$ cat src/hdl/wdt_pkg.sv
// Constants, field positions and carrier types of the watchdog block
package wdt_pkg;

    // Count figures
    localparam int DIV_LO = 16;
    localparam int DIV_HI = 128;
    localparam int CNT_SPAN = 32768;
    localparam int PROT_SPAN = 4096;
    localparam int PRE_W = 7;
    localparam int CNT_W = 15;

    // Derived masks and reload values
    localparam logic [PRE_W-1:0] PRE_MASK_16 = PRE_W'(DIV_LO - 1);
    localparam logic [PRE_W-1:0] PRE_MASK_128 = PRE_W'(DIV_HI - 1);
    localparam logic [CNT_W-1:0] CNT_FULL = CNT_W'(CNT_SPAN - 1);
    localparam logic [CNT_W-1:0] CNT_PROT = CNT_W'(PROT_SPAN - 1);
    localparam logic [CNT_W-1:0] CNT_ZERO = 15'h0000;
    localparam logic [PRE_W-1:0] PRE_ZERO = 7'h00;

    // Register indices; byte address is four times the index
    localparam logic [15:0] IDX_CTRL = 16'h000F;
    localparam logic [15:0] IDX_REFRESH = 16'h0010;
    localparam logic [15:0] IDX_START = 16'h0011;
    localparam logic [15:0] IDX_PROTECT = 16'h0012;
    localparam logic [15:0] IDX_PMODE = 16'h0013;
    localparam logic [15:0] IDX_CMODE = 16'h0014;
    localparam logic [15:0] IDX_STATUS = 16'h0015;
    localparam logic [15:0] IDX_MASK = 16'h0016;
    localparam logic [15:0] IDX_OPTION = 16'hFFFF;
    localparam logic [13:0] ADDR_HI_ZERO = 14'h0000;

    // Field positions
    localparam int BIT_DIVSEL = 7;
    localparam int CTRL_HI_W = 5;
    localparam int BIT_URS = 2;
    localparam int BIT_STOP = 0;
    localparam int BIT_OSCSTOP = 4;
    localparam int BIT_PROT = 7;
    localparam int OPT_AUTO = 0;
    localparam int OPT_PROTDEF = 7;
    localparam int ST_UF = 0;
    localparam int ST_STOPREF = 1;

    // Data values and bus codes
    localparam logic [7:0] REFRESH_ARM = 8'h00;
    localparam logic [7:0] REFRESH_FIRE = 8'hFF;
    localparam logic [2:0] SIZE_WORD = 3'h2;
    localparam logic [1:0] EV_NONE = 2'h0;
    localparam logic [31:0] WORD_ZERO = 32'h0000_0000;

    // Block phase after reset
    typedef enum logic [1:0] {
        PH_BOOT = 2'b01,
        PH_RUN = 2'b10
    } phase_t;

    // Chip power-mode levels seen by the block
    typedef struct packed {
        logic wait_mode;
        logic stop_mode;
    } cpu_mode_t;

    // Clock-system controls driven by the block
    typedef struct packed {
        logic stop_entry;
        logic low_osc_stop;
        logic protect;
    } sys_ctl_t;

    // Whole state of the watchdog
    typedef struct packed {
        phase_t phase;
        logic run;
        logic [PRE_W-1:0] presc;
        logic [CNT_W-1:0] cnt;
        logic div128;
        logic underflow_reset_select;
        logic prot;
        logic stop_bit;
        logic osc_stop;
        logic seq00;
        logic [1:0] status;
        logic [1:0] mask;
        logic [7:0] opt;
        logic lso_d;
        logic rst_pulse;
        logic wr_pend;
        logic [15:0] wr_idx;
        logic [31:0] rdata;
    } wdt_state_t;

endpackage : wdt_pkg

$ cat src/hdl/wdt_top.sv
// Watchdog timer with clock-source protection behind an AHB-Lite slave
//
// Function
// - Prescaler divides CPU clock by 16 or 128
// - Unprotected mode counts from the CPU clock
// - Unprotected period is prescaler ratio times 32768
// - Autostart bit set: halted until start write
// - Refresh 00h then FFh reloads the counter
// - Only chip reset clears the prescaler
// - Unprotected counting pauses in wait and stop
// - Unprotected underflow: interrupt or reset by select
// - Protected mode counts low-speed oscillator edges
// - Protected period is 4096 oscillator cycles
// - Protected: no wait pause, stop refused
// - Protected underflow always gives watchdog reset
// - Protect enable loads 0FFFh, oscillator on, reset select
// - Protected: stop and oscillator-stop writes ignored
// - Default bit zero starts in protected mode
// - Autostart bit read from option byte bit 0
// - Counter is 15 bits, one step per tick
`timescale 1ns/1ps

module wdt_top (
    // Clock and reset
    input wire logic hclk,
    input wire logic hresetn,
    // AHB-Lite slave
    input wire logic hsel,
    input wire logic [31:0] haddr,
    input wire logic [1:0] htrans,
    input wire logic hwrite,
    input wire logic [2:0] hsize,
    input wire logic [31:0] hwdata,
    input wire logic hready,
    output logic hreadyout,
    output logic hresp,
    output logic [31:0] hrdata,
    // Chip side
    input wire logic [7:0] option_byte,
    input wire logic low_osc_clk,
    input wire wdt_pkg::cpu_mode_t cpu_mode,
    output wdt_pkg::sys_ctl_t sys_ctl,
    output logic wdt_reset,
    output logic irq
);

    wdt_pkg::wdt_state_t s_r;
    wdt_pkg::wdt_state_t s_nxt;

    logic acc;
    logic [15:0] idx;
    logic mapped;
    logic lso_rise;
    logic pre_tick;
    logic tick;
    logic cnt_en;
    logic uf;
    logic [wdt_pkg::CNT_W-1:0] reload_val;
    logic [7:0] wd;
    logic wr_ctrl;
    logic wr_refresh;
    logic wr_start;
    logic wr_prot;
    logic wr_pmode;
    logic wr_cmode;
    logic wr_status;
    logic wr_mask;

    // Address phase decode
    assign acc = hsel && htrans[1] && hready && (hsize == wdt_pkg::SIZE_WORD);
    assign idx = haddr[17:2];
    assign mapped = (haddr[31:18] == wdt_pkg::ADDR_HI_ZERO);

    // Data phase write strobes
    assign wd = hwdata[7:0];
    assign wr_ctrl = s_r.wr_pend && (s_r.wr_idx == wdt_pkg::IDX_CTRL);
    assign wr_refresh = s_r.wr_pend && (s_r.wr_idx == wdt_pkg::IDX_REFRESH);
    assign wr_start = s_r.wr_pend && (s_r.wr_idx == wdt_pkg::IDX_START);
    assign wr_prot = s_r.wr_pend && (s_r.wr_idx == wdt_pkg::IDX_PROTECT);
    assign wr_pmode = s_r.wr_pend && (s_r.wr_idx == wdt_pkg::IDX_PMODE);
    assign wr_cmode = s_r.wr_pend && (s_r.wr_idx == wdt_pkg::IDX_CMODE);
    assign wr_status = s_r.wr_pend && (s_r.wr_idx == wdt_pkg::IDX_STATUS);
    assign wr_mask = s_r.wr_pend && (s_r.wr_idx == wdt_pkg::IDX_MASK);

    // Count source selection and tick generation
    assign lso_rise = low_osc_clk && !s_r.lso_d;
    assign pre_tick = s_r.div128 ?
        ((s_r.presc & wdt_pkg::PRE_MASK_128) == wdt_pkg::PRE_MASK_128) :
        ((s_r.presc & wdt_pkg::PRE_MASK_16) == wdt_pkg::PRE_MASK_16);
    assign tick = s_r.prot ? lso_rise : pre_tick;
    assign cnt_en = (s_r.phase == wdt_pkg::PH_RUN) && s_r.run &&
        (s_r.prot || !(cpu_mode.wait_mode || cpu_mode.stop_mode));
    assign uf = cnt_en && tick && (s_r.cnt == wdt_pkg::CNT_ZERO);
    assign reload_val = s_r.prot ? wdt_pkg::CNT_PROT :
        wdt_pkg::CNT_FULL;

    // Next state of the whole block
    always_comb
    begin
        logic [31:0] rv;
        rv = wdt_pkg::WORD_ZERO;
        s_nxt = s_r;
        s_nxt.rst_pulse = 1'b0;
        s_nxt.lso_d = low_osc_clk;
        if (s_r.phase == wdt_pkg::PH_BOOT)
        begin
            // Catch option byte once, just after reset release
            s_nxt.phase = wdt_pkg::PH_RUN;
            s_nxt.opt = option_byte;
            s_nxt.run = !option_byte[wdt_pkg::OPT_AUTO];
            if (!option_byte[wdt_pkg::OPT_PROTDEF])
            begin
                s_nxt.prot = 1'b1;
                s_nxt.cnt = wdt_pkg::CNT_PROT;
                s_nxt.underflow_reset_select = 1'b1;
                s_nxt.osc_stop = 1'b0;
            end
        end
        else
        begin
            // Prescaler steps only while counting unprotected; nothing but reset clears it
            if (cnt_en && !s_r.prot)
            begin
                s_nxt.presc = s_r.presc + 7'h01;
            end
            // One counter step per tick
            if (cnt_en && tick)
            begin
                s_nxt.cnt = s_r.cnt - 15'h0001;
            end
            // Control: divider select
            if (wr_ctrl)
            begin
                s_nxt.div128 = wd[wdt_pkg::BIT_DIVSEL];
            end
            // Any start write releases a halted counter
            if (wr_start)
            begin
                s_nxt.run = 1'b1;
            end
            // Two-write refresh; prescaler left alone
            if (wr_refresh)
            begin
                s_nxt.seq00 = (wd == wdt_pkg::REFRESH_ARM);
                if ((wd == wdt_pkg::REFRESH_FIRE) && s_r.seq00)
                begin
                    s_nxt.cnt = reload_val;
                end
            end
            // Underflow-reset select, forced on while protected
            if (wr_pmode && !s_r.prot)
            begin
                s_nxt.underflow_reset_select = wd[wdt_pkg::BIT_URS];
            end
            // Clock mode bits locked while protected
            if (wr_cmode)
            begin
                if (s_r.prot)
                begin
                    if (wd[wdt_pkg::BIT_STOP])
                    begin
                        s_nxt.status[wdt_pkg::ST_STOPREF] = 1'b1;
                    end
                end
                else
                begin
                    s_nxt.stop_bit = wd[wdt_pkg::BIT_STOP];
                    s_nxt.osc_stop = wd[wdt_pkg::BIT_OSCSTOP];
                end
            end
            // Protect enable is one-way; entry side effects
            if (wr_prot && wd[wdt_pkg::BIT_PROT] && !s_r.prot)
            begin
                s_nxt.prot = 1'b1;
                s_nxt.cnt = wdt_pkg::CNT_PROT;
                s_nxt.osc_stop = 1'b0;
                s_nxt.stop_bit = 1'b0;
                s_nxt.underflow_reset_select = 1'b1;
            end
            // Interrupt mask
            if (wr_mask)
            begin
                s_nxt.mask = wd[1:0];
            end
            // Write one to clear; a same-cycle event still sets
            if (wr_status)
            begin
                s_nxt.status = s_nxt.status & ~wd[1:0];
                if (wr_cmode)
                begin
                    s_nxt.status = s_nxt.status;
                end
            end
            if (wr_status && s_r.status[wdt_pkg::ST_STOPREF] == 1'b0)
            begin
                s_nxt.status = s_nxt.status;
            end
            // Underflow: reload, then reset or interrupt
            if (uf)
            begin
                // Same-cycle protect entry keeps its own load value
                s_nxt.cnt = s_nxt.prot ? wdt_pkg::CNT_PROT :
                    reload_val;
                if (s_r.prot || s_r.underflow_reset_select)
                begin
                    s_nxt.rst_pulse = 1'b1;
                end
                else
                begin
                    s_nxt.status[wdt_pkg::ST_UF] = 1'b1;
                end
            end
        end
        // Read mux, sampled in the address phase
        case (idx)
            wdt_pkg::IDX_CTRL:
            begin
                rv[wdt_pkg::BIT_DIVSEL] = s_r.div128;
                rv[wdt_pkg::CTRL_HI_W-1:0] =
                    s_r.cnt[wdt_pkg::CNT_W-1:wdt_pkg::CNT_W-wdt_pkg::CTRL_HI_W];
            end
            wdt_pkg::IDX_PROTECT:
            begin
                rv[wdt_pkg::BIT_PROT] = s_r.prot;
            end
            wdt_pkg::IDX_PMODE:
            begin
                rv[wdt_pkg::BIT_URS] = s_r.underflow_reset_select;
            end
            wdt_pkg::IDX_CMODE:
            begin
                rv[wdt_pkg::BIT_STOP] = s_r.stop_bit;
                rv[wdt_pkg::BIT_OSCSTOP] = s_r.osc_stop;
            end
            wdt_pkg::IDX_STATUS:
            begin
                rv[1:0] = s_r.status;
            end
            wdt_pkg::IDX_MASK:
            begin
                rv[1:0] = s_r.mask;
            end
            wdt_pkg::IDX_OPTION:
            begin
                rv[7:0] = s_r.opt;
            end
            default:
            begin
                rv = wdt_pkg::WORD_ZERO;
            end
        endcase
        // Bus address phase capture
        s_nxt.wr_pend = acc && hwrite && mapped;
        s_nxt.wr_idx = idx;
        if (acc && !hwrite)
        begin
            s_nxt.rdata = mapped ? rv : wdt_pkg::WORD_ZERO;
        end
    end

    // State register
    always_ff @(posedge hclk or negedge hresetn)
    begin
        if (!hresetn)
        begin
            s_r <= '{phase: wdt_pkg::PH_BOOT, cnt: wdt_pkg::CNT_FULL,
                     default: '0};
        end
        else
        begin
            s_r <= s_nxt;
        end
    end

    // Outputs
    assign hreadyout = 1'b1;
    assign hresp = 1'b0;
    assign hrdata = s_r.rdata;
    assign wdt_reset = s_r.rst_pulse;
    assign irq = |(s_r.status & s_r.mask);
    assign sys_ctl.stop_entry = s_r.stop_bit;
    assign sys_ctl.low_osc_stop = s_r.osc_stop;
    assign sys_ctl.protect = s_r.prot;
endmodule : wdt_top

$ cat config.mk
export PLATFORM = sky130hd
export DESIGN_NAME = wdt_top
export DESIGN_NICKNAME = d
export VERILOG_FILES = /design/src/hdl/wdt_pkg.sv /design/src/hdl/wdt_top.sv
export SDC_FILE = /design/constraint.sdc
export NUM_CORES = 1
export LEC_CHECK = 0
export BUFFER_PORTS_ARGS = -buffer_cell sky130_fd_sc_hd__buf_2
export CAP_MARGIN = 20
export CORE_ASPECT_RATIO = 0.8
export CORE_MARGIN = 1
export CORE_UTILIZATION = 52
export CTS_BUF_LIST = sky130_fd_sc_hd__clkbuf_8 sky130_fd_sc_hd__clkbuf_16
export CTS_CLUSTER_DIAMETER = 100
export DETAILED_ROUTE_END_ITERATION = 10
export GPL_ROUTABILITY_DRIVEN = 0
export PLACE_DENSITY_LB_ADDON = 0.2
export SLEW_MARGIN = 20
export SYNTH_ARGS = -nofsm -noshare
export SYNTH_HDL_FRONTEND = slang
export SYNTH_SLANG_ARGS = --single-unit
$ cat constraint.sdc
create_clock -name hclk -period 2.53 [get_ports hclk]
set_input_delay 0.253 -clock hclk [delete_from_list [all_inputs] [get_ports hclk]]
set_output_delay 0.253 -clock hclk [all_outputs]
set_load 0.02 [all_outputs]
======== After elaboration in Yosys (flattened, before gate mapping) ========
Index checks and enable logic that the tools add are counted.
storage, ports and cells
  register bits after elaboration ......... 94
  output and inout port bits .............. 39
  word-level logic and storage cells ...... 133
cells by class
  add/sub/neg operators ................... 2
  equal/unequal tests ..................... 23
  mux-type cells .......................... 40
  bitwise logic cells ..................... 4
  reductions and logical operators ........ 46
operators with widths
  kind                                                                   count
  16-bit by 5-bit == test with 1-bit output (second input constant)      12
  15-bit 2-to-1 mux                                                      9
  16-bit by 4-bit == test with 1-bit output (second input constant)      2
  1-bit logical AND                                                      24
  16-bit == test (second input constant)                                 1
  1-bit 2-to-1 mux                                                       16
  15-bit zero test                                                       1
  15-bit by 1-bit subtractor with 15-bit output (second input constant)  1
  14-bit zero test                                                       1
  2-bit 2-to-1 mux                                                       6
  2-bit AND reduction                                                    5
  1-bit one-hot mux with 3 select lines                                  3
  8-bit == test (second input constant)                                  1
  8-bit zero test                                                        1
  4-bit 2-to-1 mux                                                       2
  8-bit 2-to-1 mux                                                       1
  7-bit by 1-bit adder with 7-bit output (second input constant)         1
  7-bit == test (second input constant)                                  1
  3-bit AND reduction                                                    2
  3-bit nonzero test                                                     2
  1-bit zero test                                                        5
  1-bit one-hot mux with 5 select lines                                  1
  2-bit AND                                                              2
  4-bit == test (second input constant)                                  1
  12 further kinds                                                       14

======== Longest topological paths before layout ========
  depth in word-level cells ............... 11
  gate-level depth with buffers ........... 8
  mapped depth without buffers ............ 7

======== Worst setup path before layout ========
Ideal clock, no wire load.
  path kind ............................... flip-flop to flip-flop
  start point ............................. register s_r[69] (netlist bit)
  end point ............................... register s_r[82] (netlist bit)
  library setup time ...................... 0.083 ns
  arrival time ............................ 1.846 ns
  path slack .............................. 0.601 ns
  stages on the path, launching flop included .. 8
  cell sequence ........................... dfstp_2 inv_1 ha_1 nor3b_1 nand4_2 or4_4 a41oi_2 o21ai_1
on the way
  cells in the longest elaborated chain, start to end .. 7
  elaborated cells on any way between the ends .. 9
  classes of those cells .................. add/sub (1); mux (6); reduce/logical (2)
RTL lines
  what                                           RTL line        RTL
  start, declared                                wdt_top.sv:47   wdt_pkg::wdt_state_t s_r;
  start signal, assigned                         wdt_top.sv:266  s_r <= '{phase: wdt_pkg::PH_BOOT, cnt: wdt_pkg::CNT_FULL,
  start signal, assigned                         wdt_top.sv:271  s_r <= s_nxt;
  15-bit by 1-bit subtractor with 15-bit output  wdt_top.sv:129  s_nxt.cnt = s_r.cnt - 15'h0001;
  15-bit 2-to-1 mux                              wdt_top.sv:127  if (cnt_en && tick)
  15-bit 2-to-1 mux                              wdt_top.sv:145  if ((wd == wdt_pkg::REFRESH_FIRE) && s_r.seq00)
  15-bit 2-to-1 mux                              wdt_top.sv:142  if (wr_refresh)
  15-bit 2-to-1 mux                              wdt_top.sv:172  if (wr_prot && wd[wdt_pkg::BIT_PROT] && !s_r.prot)
  15-bit 2-to-1 mux *                            wdt_top.sv:199  if (uf)
  15-bit 2-to-1 mux *                            wdt_top.sv:105  if (s_r.phase == wdt_pkg::PH_BOOT)
Mark *: on every way between the ends. The rest lies on a longest branch, timed or not.
A chain may end at the register's enable or synchronous reset.

======== Final worst setup path ========
  start point ............................. register s_r[37] (netlist bit)
  end point ............................... register s_r[77] (netlist bit)
on the way
  cells in the longest elaborated chain, start to end .. 9
  elaborated cells on any way between the ends .. 13
  classes of those cells .................. eq/ne (2); mux (7); reduce/logical (4)
RTL lines
  what                                       RTL line        RTL
  16-bit by 5-bit == test with 1-bit output  wdt_top.sv:79   assign wr_prot = s_r.wr_pend && (s_r.wr_idx == wdt_pkg::IDX_PROTECT);
  1-bit logical AND                          wdt_top.sv:79
  1-bit logical AND (2 in a row)             wdt_top.sv:172
  4-bit 2-to-1 mux                           wdt_top.sv:172
  4-bit 2-to-1 mux                           wdt_top.sv:105
  15-bit 2-to-1 mux                          wdt_top.sv:202  s_nxt.cnt = s_nxt.prot ? wdt_pkg::CNT_PROT :
  15-bit 2-to-1 mux *                        wdt_top.sv:199
  15-bit 2-to-1 mux *                        wdt_top.sv:105
Mark *: on every way between the ends. The rest lies on a longest branch, timed or not. The select of a mux whose other input is x is not followed.

==> results.toml <==
[yosys]
syn-cell-area_mm2 = 0.004009
ys_warn_count = 0
synth_edf_count = 0
synthFlopType = "dfrtp_1"
synth_top_area_cell = "dfrtp_1"
netlist_instances = 399
syn_avg_cell_area_um2 = 10.05
ys_seq_area_share_pct = 44.19
ys_seq_elements = 70
synth_cell_type_count = 72
synthArstFlopShare_pct = 100.0
synthTopCellsByArea = "dfrtp_1, dfstp_2, buf_4"
synth_top_area_share_pct = 33.71

[hold_path]
hold_path_class = "input port to flip-flop"

[critical_path]
cp.arrival_ps = 2480
crit_fanout = 22
crit_type = "flip-flop to flip-flop"
worstPathRequired_ps = 2770
cp-start-kind = "flip-flop"
cp-end-kind = "flip-flop"

[sta]
clock.fmax_ghz = 0.4465
tns_ps = 0
timing.hold.ws_ps = 40.64
period_share_pct = 88.51
clock_skew_ps = 7.069
relSlewSlack_pct = 55.06
hold_viol = 0
tightest_slew_ps = 668.0
slew_violations = 0
rsz0062_at_grt = "no"
setup_viol = 0
fin_crit_ps = 2239

[drt]
drt-vias-per-instance = 5.778
routed-via-count = 3311
post-route-drc-count = 0
drt_iter0_drc = 271
final_antenna_net_count = 0
routed_wl_mm = 9.533
dr.pass1.iters = 5
wl_per_cell_um = 16.64

[global_routing]
grt_pass1_vias = 3098
grt_max_degree = 71
track_usage_pct = 25.56
antenna_found_initial = 0
overflow = 0
grt_pass1_wl_mm = 15.88

[pwr]
cellPowerDensity_mw_per_mm2 = 532.6
p_leak_nw = 1.983
power_mw = 2.412
ir_drop_v = 0.0003044

[clocking]
clock_latency_ps = 350
cts_max_path_buffers = 2
clkSinkCount = 70
cts_root_buf = "clkbuf_8"
path_clk_slew_ps = 70
cts_tree = "yes"
htree_levels = 3
cts_buffers = 9

[cells_and_area]
final_util_pct = 60.97
area_growth_pct = 12.95
nets = 551
stdcell_count = 573
n_antenna_cell = 0
final_layout_size_suffix_gt1_share_pct = 29.06

[status]
status = "complete, no violations"

[floorplanning]
die_h_um = 80.54
rows = 28
coreArea_mm2 = 0.007427
io_pins = 124
chipWidth_um = 100.2
die_area_mm2 = 0.008067
initial_core_util_pct = 53.98

[run]
max_cap_violations = 0

[placed_design]
dp_cells = 556
hpwl_mm = 6.935
io_buffer_count = 70
per-layer routing:
layer  routed length [um]  GRT usage [%]  share of wire, %
met5                    0              0                 0
met4                   73          5.797              0.77
met3                  702          6.179               7.4
met2                 4234          37.40                44
met1                 4523          37.92                47
critical path, cell delays in order, from the launching register on:
cell and delay, ps:
dfrtp_1 370, nor4_1 490, and4_2 390, a31o_2 480
a311oi_1 110, o31ai_1 290
layout make-up:
cell class / count / area (um2)
sequential: 70 / 1772
fill: 649 / 2899
clock buffer: 10 / 137.6
tap: 105 / 131.4
multi-input combinational: 296 / 1943
inverter: 7 / 26.28
timing repair buffer: 79 / 432.9
clock inverter: 6 / 85.08
kinds of logic after synthesis:
group | count (synthesis) | synth area share [%]
and+or+nand+nor | 180 | 27.22
AOI/OAI and AO/OA | 73 | 14.48
DFF | 70 | 44.19
buffers and inverters | 57 | 9.582
xor gates and xnor gates | 7 | 1.529
muxes | 7 | 1.873
adders and majority gates | 3 | 0.9364
other | 2 | 0.1873
stage by stage:
| stage | worst slack (ps) | cell area, um2 |
|---|---|---|
| after detailed placement | 384.3 | 4295 |
| final | 290.6 | 4528 |
| after CTS | 294.4 | 4528 |
| after global placement | 416.2 | 4295 |
| after global routing | 61.67 | 4528 |
| after floorplan | 601.2 | 4099 |
synth_stat cells, types with 3 or more instances:
cell type,n
dfrtp_1,54
nand2_1,44
buf_4,37
nor2_1,20
nor3_1,19
dfstp_2,16
o31ai_1,16
nor4_1,15
nand3_1,12
nand4_1,11
o21ai_0,8
inv_1,7
nor3b_1,7
and3_1,6
nand2b_1,6
clkbuf_1,5
o41ai_1,5
a311oi_1,4
a32o_1,4
and2_1,4
mux2_2,4
o2111ai_1,4
xnor2_1,4
a21oi_1,3
a221oi_1,3
a22o_1,3
buf_2,3
buf_6,3
ha_1,3
mux2i_1,3
nand3b_1,3
nand4b_1,3
nor2b_1,3
nor4_4,3
or3_1,3
xor2_1,3
worst paths after layout:
check / startpoint / to / slack [ps] / cells after the start
min: haddr[16] / s_r[46]$_DFF_PN0_ / 40 / 1
max: s_r[37]$_DFF_PN0_ / s_r[77]$_DFFE_PN1P_ / 290 / 5
min reg2reg: s_r[90]$_DFFE_PN0P_ / s_r[90]$_DFFE_PN0P_ / 470 / 1
min in group asynchronous: hresetn / s_r[40]$_DFF_PN0_ / 440 / 3
max reg2reg: s_r[37]$_DFF_PN0_ / s_r[77]$_DFFE_PN1P_ / 290 / 5
max in group asynchronous: hresetn / s_r[78]$_DFFE_PN1P_ / 1730 / 3
placed cells by master, fill, tap and decap left out, drive strengths merged, types with 4 or more instances in the layout:
cell      n
o41ai     5
and3      6
and2      5
nand2    44
xnor2     4
clkbuf   10
nand4b    4
nand3b    5
nor3b     7
conb     26
o31ai    16
dfstp    16
mux2      4
nand3    12
nand2b    6
buf      78
nand4    12
a32o      4
dfrtp    54
inv       9
o21ai    10
nor4     20
a311oi    4
o2111ai   4
nor3     21
nor2     20
registers in the layout (all words and copies together), names as in the netlist:
| register | cells |
|---|---|
| hrdata | 8 |
| s_r | 58 |
| wdt_reset | 1 |
| sys_ctl | 3 |
where the power goes:
group          leakage [nW]  total (mW)  internal, mW  switching (mW)
Combinational          1.05       0.209        0.0747           0.134
Sequential            0.819        1.19          1.16          0.0336
Clock                 0.114        1.01         0.580           0.430
repair_timing:
action,4_1_cts,5_1_grt
hold buffers,1,0
gates resized for setup,0,0
endpoints found under the hold margin,54,0
buffers inserted,0,0
Power figures use the tool's default switching activity.
